[config.mk]
export PLATFORM = sky130hd
export DESIGN_NAME = rtcgs_top
export DESIGN_NICKNAME = d
export VERILOG_FILES = /design/src/core/rtcgs_pkg.sv /design/src/core/rtcgs_sync.sv /design/src/core/rtcgs_divider.sv /design/src/core/rtcgs_top.sv
export SDC_FILE = /design/constraint.sdc
export NUM_CORES = 1
export LEC_CHECK = 0
export ABC_AREA = 1
export BUFFER_PORTS_ARGS = -buffer_cell sky130_fd_sc_hd__buf_2
export CAP_MARGIN = 20
export CORE_ASPECT_RATIO = 1.25
export CORE_UTILIZATION = 30
export CTS_CLUSTER_SIZE = 25
export DETAILED_ROUTE_END_ITERATION = 7
export PLACE_DENSITY_LB_ADDON = 0.05
export RECOVER_POWER = 50
export SYNTH_ARGS = -nofsm -noshare
export SYNTH_HDL_FRONTEND = slang
export SYNTH_SLANG_ARGS = --single-unit
[constraint.sdc]
create_clock -name ref_clk_in -period 2.35 [get_ports ref_clk_in]
set_clock_uncertainty 0.2 [all_clocks]
set_input_delay 0.5875 -clock ref_clk_in [delete_from_list [all_inputs] [get_ports ref_clk_in]]
set_output_delay 0.5875 -clock ref_clk_in [all_outputs]
set_load 0.01 [all_outputs]
[src/core/rtcgs_pkg.sv]
// package: register map, field positions and constants of the calendar clock gate and selector
package rtcgs_pkg;

  // ----------------------------------------------------------------
  // register map
  // ----------------------------------------------------------------
  localparam logic [7:0] RTCGS_ADDR_PCE0    = 8'h00;
  localparam logic [7:0] RTCGS_ADDR_SEL     = 8'h04;
  localparam logic [7:0] RTCGS_ADDR_SUPMODE = 8'h08;
  localparam logic [7:0] RTCGS_ADDR_CTRL    = 8'h0C;
  localparam logic [7:0] RTCGS_ADDR_SECCNT  = 8'h10;
  localparam logic [7:0] RTCGS_ADDR_FIXCNT  = 8'h14;
  localparam logic [7:0] RTCGS_ADDR_IRQ_ST  = 8'h18;
  localparam logic [7:0] RTCGS_ADDR_IRQ_MSK = 8'h1C;
  localparam logic [7:0] RTCGS_ADDR_STATUS  = 8'h20;

  localparam logic [7:0] RTCGS_RST_BYTE     = 8'h00;

  // ----------------------------------------------------------------
  // field positions
  // ----------------------------------------------------------------
  localparam int RTCGS_GATE_BIT      = 7;
  localparam int RTCGS_MAIN_SRC_BIT  = 7;
  localparam int RTCGS_DIV_HI_BIT    = 6;
  localparam int RTCGS_DIV_LO_BIT    = 5;
  localparam int RTCGS_SRC_HI_BIT    = 2;
  localparam int RTCGS_SRC_LO_BIT    = 1;
  localparam int RTCGS_LS_EN_BIT     = 4;
  localparam int RTCGS_LPC_BIT       = 7;
  localparam int RTCGS_RUN_BIT       = 7;
  localparam int RTCGS_IRQ_SEC_BIT   = 0;
  localparam int RTCGS_IRQ_FIX_BIT   = 1;

  localparam logic [7:0] RTCGS_SEL_MASK  = 8'hE6;
  localparam logic [7:0] RTCGS_SUPMODE_MASK = 8'h90;
  localparam logic [7:0] RTCGS_CTRL_MASK = 8'h87;

  // ----------------------------------------------------------------
  // divider and period constants
  // ----------------------------------------------------------------
  localparam logic [9:0] RTCGS_DIV_976 = 10'h3D0;
  localparam logic [9:0] RTCGS_DIV_488 = 10'h1E8;
  localparam logic [9:0] RTCGS_DIV_244 = 10'h0F4;
  localparam logic [15:0] RTCGS_TICKS_PER_SEC = 16'h8000;
  localparam logic [15:0] RTCGS_TICKS_HALF    = 16'h4000;
  localparam logic [2:0]  RTCGS_FIX_HALF      = 3'h1;
  localparam logic [2:0]  RTCGS_FIX_SEC       = 3'h2;

  // ----------------------------------------------------------------
  // count clock selection
  // ----------------------------------------------------------------
  typedef enum logic [2:0] {
    RTCGS_SRC_SUB      = 3'b000,
    RTCGS_SRC_LOWSPEED = 3'b001,
    RTCGS_SRC_DIV976   = 3'b010,
    RTCGS_SRC_DIV488   = 3'b011,
    RTCGS_SRC_DIV244   = 3'b100,
    RTCGS_SRC_NONE     = 3'b111
  } rtcgs_src_e;

endpackage

[src/core/rtcgs_sync.sv]
// two flip-flop synchroniser for one level from outside the clock domain
`timescale 1ns/1ps
`default_nettype none
module rtcgs_sync (
  input  wire logic ref_clk_in,
  input  wire logic reset_n_in,
  input  wire logic async_in,
  output var  logic sync_out
);
  logic meta_q;

  always_ff @(posedge ref_clk_in or negedge reset_n_in) begin
    if (!reset_n_in) begin
      meta_q   <= 1'b0;
      sync_out <= 1'b0;
    end else begin
      meta_q   <= async_in;
      sync_out <= meta_q;
    end
  end
endmodule
`default_nettype wire

[src/core/rtcgs_divider.sv]
// main clock divider: one-cycle tick every div_in cycles while enabled
`timescale 1ns/1ps
`default_nettype none
module rtcgs_divider (
  input  wire logic       ref_clk_in,
  input  wire logic       reset_n_in,
  input  wire logic       enable_in,
  input  wire logic [9:0] div_in,
  output var  logic       tick_out
);
  logic [9:0] count_q;

  always_ff @(posedge ref_clk_in or negedge reset_n_in) begin
    if (!reset_n_in) begin
      count_q  <= 10'h000;
      tick_out <= 1'b0;
    end else if (!enable_in) begin
      count_q  <= 10'h000;
      tick_out <= 1'b0;
    end else if (count_q >= div_in - 10'h001) begin
      count_q  <= 10'h000;
      tick_out <= 1'b1;
    end else begin
      count_q  <= count_q + 10'h001;
      tick_out <= 1'b0;
    end
  end
endmodule
`default_nettype wire

[src/core/rtcgs_top.sv]
// calendar clock supply gate, count clock selector and register slave
`timescale 1ns/1ps
`default_nettype none

// Notes on behaviour
// - control and count registers clear on power-on reset or while the gate is closed, not on other resets
// - seconds advance on divided main or subsystem clock; low-speed gives only fixed-cycle
// - with low-speed source, fixed interval scales by subsystem over low-speed frequency
// - gate bit 0 stops clock, holds calendar and interval timer reset, refuses control and count writes
// - gate bit 0 ignores control and count writes, reads reset values; selector excepted
// - select bit 7: 0 external high-speed clock, 1 internal high-speed oscillator
// - source field and divider bits pick subsystem, low-speed, main /976, /488, /244
// - low-power supply bit withholds subsystem clock from others during sleep
module rtcgs_top
  import rtcgs_pkg::*;
#(
  parameter logic [15:0] LOWSPEED_TICKS_PER_SEC = 16'h8000
) (
  input  wire logic       ref_clk_in,
  input  wire logic       reset_n_in,
  input  wire logic       por_n_in,
  input  wire logic       sys_reset_n_in,
  input  wire logic       sub_osc_tick_in,
  input  wire logic       lowspeed_osc_tick_in,
  input  wire logic       sleep_in,
  input  wire logic [7:0] addr_in,
  input  wire logic [7:0] wdata_in,
  input  wire logic       wr_in,
  input  wire logic       rd_in,
  output var  logic [7:0] rdata_out,
  output var  logic       irq_out,
  output var  logic       count_clock_gate_out,
  output var  logic       interval_timer_reset_out,
  output var  logic       main_source_select_out,
  output var  logic       sub_clock_to_periph_out
);

  // ----------------------------------------------------------------
  // helpers
  // ----------------------------------------------------------------
  function automatic logic hit(input logic [7:0] a, input logic [7:0] r);
    return a == r;
  endfunction

  // ----------------------------------------------------------------
  // input synchronisers
  // ----------------------------------------------------------------
  logic sub_tick_s;
  logic ls_tick_s;
  logic sleep_s;
  logic por_n_s;
  logic sys_n_s;
  logic sub_tick_q;
  logic ls_tick_q;

  rtcgs_sync u_sync_sub (.ref_clk_in(ref_clk_in), .reset_n_in(reset_n_in),
                         .async_in(sub_osc_tick_in), .sync_out(sub_tick_s));
  rtcgs_sync u_sync_ls (.ref_clk_in(ref_clk_in), .reset_n_in(reset_n_in),
                        .async_in(lowspeed_osc_tick_in), .sync_out(ls_tick_s));
  rtcgs_sync u_sync_slp (.ref_clk_in(ref_clk_in), .reset_n_in(reset_n_in),
                         .async_in(sleep_in), .sync_out(sleep_s));
  rtcgs_sync u_sync_por (.ref_clk_in(ref_clk_in), .reset_n_in(reset_n_in),
                         .async_in(por_n_in), .sync_out(por_n_s));
  rtcgs_sync u_sync_sys (.ref_clk_in(ref_clk_in), .reset_n_in(reset_n_in),
                         .async_in(sys_reset_n_in), .sync_out(sys_n_s));

  // edge detect on synchronised oscillator levels
  always_ff @(posedge ref_clk_in or negedge reset_n_in) begin
    if (!reset_n_in) begin
      sub_tick_q <= 1'b0;
      ls_tick_q  <= 1'b0;
    end else begin
      sub_tick_q <= sub_tick_s;
      ls_tick_q  <= ls_tick_s;
    end
  end

  // ----------------------------------------------------------------
  // registers
  // ----------------------------------------------------------------
  logic [7:0] pce0_q;
  logic [7:0] sel_q;
  logic [7:0] supmode_q;
  logic [7:0] ctrl_q;
  logic [7:0] irq_st_q;
  logic [7:0] irq_msk_q;
  logic [15:0] sec_q;
  logic [15:0] frac_q;
  logic [15:0] fix_q;
  logic       gate;
  logic       por_clr;
  logic       wr_ok;
  rtcgs_src_e src;

  assign gate    = pce0_q[RTCGS_GATE_BIT];
  assign por_clr = !por_n_s;
  assign wr_ok   = wr_in && gate;

  // peripheral enable and clock selector: cleared by power-on reset only
  always_ff @(posedge ref_clk_in or negedge reset_n_in) begin
    if (!reset_n_in) begin
      pce0_q    <= RTCGS_RST_BYTE;
      sel_q     <= RTCGS_RST_BYTE;
      supmode_q <= RTCGS_RST_BYTE;
    end else if (por_clr) begin
      pce0_q    <= RTCGS_RST_BYTE;
      sel_q     <= RTCGS_RST_BYTE;
      supmode_q <= RTCGS_RST_BYTE;
    end else if (wr_in) begin
      if (hit(addr_in, RTCGS_ADDR_PCE0)) pce0_q <= wdata_in;
      if (hit(addr_in, RTCGS_ADDR_SEL)) sel_q <= wdata_in & RTCGS_SEL_MASK;
      if (hit(addr_in, RTCGS_ADDR_SUPMODE)) supmode_q <= wdata_in & RTCGS_SUPMODE_MASK;
    end
  end

  // control register: held at reset value while the gate is closed
  always_ff @(posedge ref_clk_in or negedge reset_n_in) begin
    if (!reset_n_in) begin
      ctrl_q <= RTCGS_RST_BYTE;
    end else if (por_clr || !gate) begin
      ctrl_q <= RTCGS_RST_BYTE;
    end else if (wr_ok && hit(addr_in, RTCGS_ADDR_CTRL)) begin
      ctrl_q <= wdata_in & RTCGS_CTRL_MASK;
    end
  end

  // ----------------------------------------------------------------
  // count clock selection and divider
  // ----------------------------------------------------------------
  always_comb begin
    case ({sel_q[RTCGS_SRC_HI_BIT], sel_q[RTCGS_SRC_LO_BIT],
           sel_q[RTCGS_DIV_HI_BIT], sel_q[RTCGS_DIV_LO_BIT]})
      4'b0000, 4'b0001, 4'b0010, 4'b0011: src = RTCGS_SRC_SUB;
      4'b0100, 4'b0101, 4'b0110, 4'b0111: src = RTCGS_SRC_LOWSPEED;
      4'b1010: src = RTCGS_SRC_DIV976;
      4'b1100: src = RTCGS_SRC_DIV488;
      4'b1110: src = RTCGS_SRC_DIV244;
      default: src = RTCGS_SRC_NONE;
    endcase
  end

  logic [9:0] div_val;
  logic       div_tick;
  always_comb begin
    case (src)
      RTCGS_SRC_DIV976: div_val = RTCGS_DIV_976;
      RTCGS_SRC_DIV488: div_val = RTCGS_DIV_488;
      default:          div_val = RTCGS_DIV_244;
    endcase
  end

  rtcgs_divider u_div (
    .ref_clk_in (ref_clk_in),
    .reset_n_in (reset_n_in),
    .enable_in  (gate && (src == RTCGS_SRC_DIV976 || src == RTCGS_SRC_DIV488 ||
                          src == RTCGS_SRC_DIV244)),
    .div_in     (div_val),
    .tick_out   (div_tick)
  );

  logic cnt_tick;
  always_comb begin
    case (src)
      RTCGS_SRC_SUB:      cnt_tick = sub_tick_s && !sub_tick_q;
      RTCGS_SRC_LOWSPEED: cnt_tick = ls_tick_s && !ls_tick_q;
      RTCGS_SRC_DIV976,
      RTCGS_SRC_DIV488,
      RTCGS_SRC_DIV244:   cnt_tick = div_tick;
      default:            cnt_tick = 1'b0;
    endcase
  end

  // ----------------------------------------------------------------
  // counters: seconds and fixed-cycle interval
  // ----------------------------------------------------------------
  logic run;
  logic calendar_ok;
  logic [15:0] per_sec;
  logic [15:0] fix_len;
  logic sec_evt;
  logic fix_evt;

  assign run         = gate && ctrl_q[RTCGS_RUN_BIT] && cnt_tick;
  assign calendar_ok = (src != RTCGS_SRC_LOWSPEED) && (src != RTCGS_SRC_NONE);
  // low-speed ticks per second stand in for subsystem ticks, scaling the interval
  assign per_sec = (src == RTCGS_SRC_LOWSPEED) ? LOWSPEED_TICKS_PER_SEC
                                               : RTCGS_TICKS_PER_SEC;
  assign fix_len = (ctrl_q[2:0] == RTCGS_FIX_HALF) ? {1'b0, per_sec[15:1]} : per_sec;
  assign sec_evt = run && calendar_ok && (frac_q == per_sec - 16'h0001);
  assign fix_evt = run && (ctrl_q[2:0] == RTCGS_FIX_HALF || ctrl_q[2:0] == RTCGS_FIX_SEC)
                   && (fix_q == fix_len - 16'h0001);

  always_ff @(posedge ref_clk_in or negedge reset_n_in) begin
    if (!reset_n_in) begin
      frac_q <= 16'h0000;
      sec_q  <= 16'h0000;
    end else if (por_clr || !gate) begin
      frac_q <= 16'h0000;
      sec_q  <= 16'h0000;
    end else if (wr_ok && hit(addr_in, RTCGS_ADDR_SECCNT)) begin
      sec_q  <= {8'h00, wdata_in};
    end else if (run && calendar_ok) begin
      frac_q <= sec_evt ? 16'h0000 : frac_q + 16'h0001;
      if (sec_evt) sec_q <= sec_q + 16'h0001;
    end
  end

  always_ff @(posedge ref_clk_in or negedge reset_n_in) begin
    if (!reset_n_in) begin
      fix_q <= 16'h0000;
    end else if (por_clr || !gate) begin
      fix_q <= 16'h0000;
    end else if (run) begin
      fix_q <= fix_evt ? 16'h0000 : fix_q + 16'h0001;
    end
  end

  // ----------------------------------------------------------------
  // interrupts: sticky status, write one to clear, set wins
  // ----------------------------------------------------------------
  logic [7:0] irq_set;
  always_comb begin
    irq_set = 8'h00;
    irq_set[RTCGS_IRQ_SEC_BIT] = sec_evt;
    irq_set[RTCGS_IRQ_FIX_BIT] = fix_evt;
  end

  always_ff @(posedge ref_clk_in or negedge reset_n_in) begin
    if (!reset_n_in) begin
      irq_st_q <= RTCGS_RST_BYTE;
    end else if (por_clr) begin
      irq_st_q <= RTCGS_RST_BYTE;
    end else begin
      irq_st_q <= (irq_st_q & ~((wr_in && hit(addr_in, RTCGS_ADDR_IRQ_ST)) ? wdata_in : 8'h00))
                  | irq_set;
    end
  end

  always_ff @(posedge ref_clk_in or negedge reset_n_in) begin
    if (!reset_n_in) begin
      irq_msk_q <= RTCGS_RST_BYTE;
    end else if (por_clr) begin
      irq_msk_q <= RTCGS_RST_BYTE;
    end else if (wr_in && hit(addr_in, RTCGS_ADDR_IRQ_MSK)) begin
      irq_msk_q <= wdata_in;
    end
  end

  // ----------------------------------------------------------------
  // read data and outputs
  // ----------------------------------------------------------------
  always_ff @(posedge ref_clk_in or negedge reset_n_in) begin
    if (!reset_n_in) begin
      rdata_out <= 8'h00;
    end else if (rd_in) begin
      case (addr_in)
        RTCGS_ADDR_PCE0:    rdata_out <= pce0_q;
        RTCGS_ADDR_SEL:     rdata_out <= sel_q;
        RTCGS_ADDR_SUPMODE: rdata_out <= supmode_q;
        RTCGS_ADDR_CTRL:    rdata_out <= ctrl_q;
        RTCGS_ADDR_SECCNT:  rdata_out <= sec_q[7:0];
        RTCGS_ADDR_FIXCNT:  rdata_out <= fix_q[7:0];
        RTCGS_ADDR_IRQ_ST:  rdata_out <= irq_st_q;
        RTCGS_ADDR_IRQ_MSK: rdata_out <= irq_msk_q;
        RTCGS_ADDR_STATUS:  rdata_out <= {4'h0, gate, src};
        default:            rdata_out <= 8'h00;
      endcase
    end else begin
      rdata_out <= 8'h00;
    end
  end

  always_ff @(posedge ref_clk_in or negedge reset_n_in) begin
    if (!reset_n_in) begin
      irq_out                  <= 1'b0;
      count_clock_gate_out     <= 1'b0;
      interval_timer_reset_out <= 1'b1;
      main_source_select_out   <= 1'b0;
      sub_clock_to_periph_out  <= 1'b1;
    end else begin
      irq_out                  <= |(irq_st_q & irq_msk_q);
      count_clock_gate_out     <= gate;
      interval_timer_reset_out <= !gate;
      main_source_select_out   <= sel_q[RTCGS_MAIN_SRC_BIT];
      sub_clock_to_periph_out  <= !(supmode_q[RTCGS_LPC_BIT] && sleep_s);
    end
  end

  // low-speed enable (supply mode bit 4) is software's duty before picking that source
  logic unused_ok;
  assign unused_ok = sys_n_s ^ supmode_q[RTCGS_LS_EN_BIT];

endmodule
`default_nettype wire

==> run metrics <==
status completed; Gate Count Post-Synth about 770; initial antenna violation count 0; CTS tree done; HPWL after DPL 13100 um; worst hold start sleep_in; Leakage 3.27 nW; Die X 131 um; largest vdd supply drop 0.321 mV; Fin Setup TNS 0 ps; Avg WL per Cell 15.4 um; Critical Path End Type register; PortBufs 36; crit path from sel_q[5]$_DFFE_PN0P_; Root Driver clkbuf_16; first-pass GRT wire length ~28000 um; required time worst endpoint about 2400 ps; DRT Pass-1 Iters 5; Ant. Diodes 0; worst hold path class in -> reg; Yosys reg bits 109; GPL Wtd Cong roughly 0.80; synthesized area ~6200 um2; grt ovf 0; CTS clk-pin slew, worst paths 80 ps; Residual DRC 0; register area share after synthesis 0.439; IO Pins 38; synth unique cells 43; H-tree depth 3; vias in the first global route roughly 5300; Filler cells 2119; fin crit period 2250 ps; Synth Net Count roughly 810; initial core utilization 0.307; fmax ~440 MHz; Slew HR 0.457; Hold Fails Final Rpt 0; most frequent cells in the layout 196 x nand2_1, 105 x dfrtp_1, 74 x inv_1; Die H 163 um; die footprint 21300 um2; max-slew violations 0; num rows 58; average cell area after synthesis 8.06 um2; r2r startpoint sel_q[5]$_DFFE_PN0P_; CORE AREA 20200 um2; CP max FO 6; Tcrit/Tclk final 0.959; P&R area growth vs syn 19.0%; Final #Nets 884; commonest non-fill, non-tap cell in the layout nand2_1; RSZ-0062 raised after global routing yes; Routed Antenna Nets 0; deepest clock path buffer count 2; # setup viols final 0; share of layout cells above drive strength 1 0.236; critical path class reg -> reg; pwr/cell area 510 nW/um2; CP Launch Type register; violation count after the first detailed-route iteration 291; Total GRT Usage 0.172; number of buffers created by CTS 9; Yosys warning count 0; Clk Latency, worst-skew pair 360 ps; crit path DAT 2340 ps; Least-Margin Pin Slew 814 ps; Via density 4.68; largest net degree at the start of global routing 33; Routed WL between 15000 and 20000 um; Sink Count about 110; MaxCap Viol Count 0; Final Util 0.365; routed vias 5244
-- sequential cells by signal, summed over array words and instances (netlist names), 2 cells and up --
name and flops:
fix_q 16, frac_q 16, u_div.count_q 10, irq_msk_q 8, irq_st_q 8, pce0_q 8
rdata_out 8, sec_q 8, sel_q 5, ctrl_q 4, supmode_q 2
-- power by group --
part / internal [mW] / switching (mW)
sequential: 1.92 / 0.0383
clock: 0.729 / 0.733
combinational: 0.111 / 0.235
-- metal layers --
| layer | track usage | share of wire |
|---|---|---|
| met4 | 0.0444 | 0.011 |
| met3 | 0.0233 | 0.029 |
| met1 | 0.229 | 0.47 |
| met5 | 0 | 0 |
| met2 | 0.292 | 0.49 |
-- path summary, 6_finish.rpt --
kind,end,slack (ps),depth (start not counted)
setup / recovery,u_div.count_q[9]$_DFF_PN0_,100,12
hold / removal,u_sync_slp.meta_q$_DFF_PN0_,130,1
setup reg to reg,u_div.count_q[9]$_DFF_PN0_,100,12
hold reg to reg,u_sync_sub.sync_out$_DFF_PN0_,150,0
max in group asynchronous,irq_msk_q[1]$_DFFE_PN0P_,240,3
min in group asynchronous,pce0_q[2]$_DFFE_PN0P_,670,2
-- cells by family (layout without fill, tap and decap cells) --
family / count (synthesis) / count (layout) / synth area share
adder cells (fa/ha/maj): 13 / 13 / 0.0262
AND/OR/NAND/NOR: 402 / 403 / 0.313
flip-flops: 109 / 109 / 0.439
AO/OA/AOI/OAI: 121 / 121 / 0.118
buffers and inverters: 105 / 184 / 0.0737
XOR/XNOR: 21 / 21 / 0.0296
-- layout make-up --
cell class | instances | area, um2 | share of cell area
flip-flops and latches | 109 | 2730 | 0.369
multi-input cells | 558 | 3190 | 0.431
clock inverters | 6 | 46.3 | 0.00626
well taps | 270 | 338 | 0.0457
repair buffers | 79 | 529 | 0.0715
inverters | 89 | 337 | 0.0455
clock buffers | 10 | 229 | 0.0310
-- critical path, stage by stage, from the launching register on --
cell and delay (ps):
dfrtp_2 450, nor3_4 250, nand2_4 130, ha_4 180, inv_2 50, ha_4 190
a31o_2 230, nand3_2 50, nand2_1 50, nand2_1 60, nand3_2 110, buf_6 160
nor2_1 80
-- synth_stat cells (all sizes together) --
| cell | instances | share of area |
|---|---|---|
| o21ai | 70 | 0.065 |
| and2 | 1 | 0.0010 |
| nor3 | 13 | 0.014 |
| dfrtp | 107 | 0.43 |
| a21o | 1 | 0.0012 |
| nand3 | 55 | 0.053 |
| ha | 13 | 0.026 |
| dfstp | 2 | 0.0085 |
| xor2 | 13 | 0.018 |
| nor2 | 88 | 0.072 |
| a22o | 1 | 0.0014 |
| o22ai | 10 | 0.010 |
| o2bb2ai | 1 | 0.0014 |
| nand3b | 3 | 0.0036 |
| nor3b | 1 | 0.0012 |
| o31ai | 3 | 0.0036 |
| a211oi | 6 | 0.0072 |
| buf | 14 | 0.018 |
| nand4 | 16 | 0.019 |
| inv | 89 | 0.054 |
| nand2 | 220 | 0.15 |
| a21oi | 27 | 0.025 |
| or2 | 4 | 0.0040 |
| clkbuf | 2 | 0.0012 |
| xnor2 | 8 | 0.011 |
| a31o | 2 | 0.0028 |
| nor4 | 1 | 0.0010 |
-- per-stage QoR --
stage               hold slack (ps)  instances  instance area (um2)  power, mW  setup slack [ps]
finish                          129       1121                 7400       3.77              95.5
global route                    121       1121                 7400       3.95             -14.3
CTS                             114       1119                 7320       3.84              6.39
detailed placement              135       1099                 6950       2.34             -31.0
global placement                136       1099                 6950       2.33             -28.0
floorplan                      91.9        771                 6220       2.16               108
-- timing repair --
action                                 CTS  global route
endpoints found under the hold margin   23             0
gates cloned                             0             1
setup buffers                            3             1
resized for setup                       13            19
setup endpoints to repair               12            41
hold buffers                             1             0
pin swaps                                5             8
(Power assumes the default switching activity.)
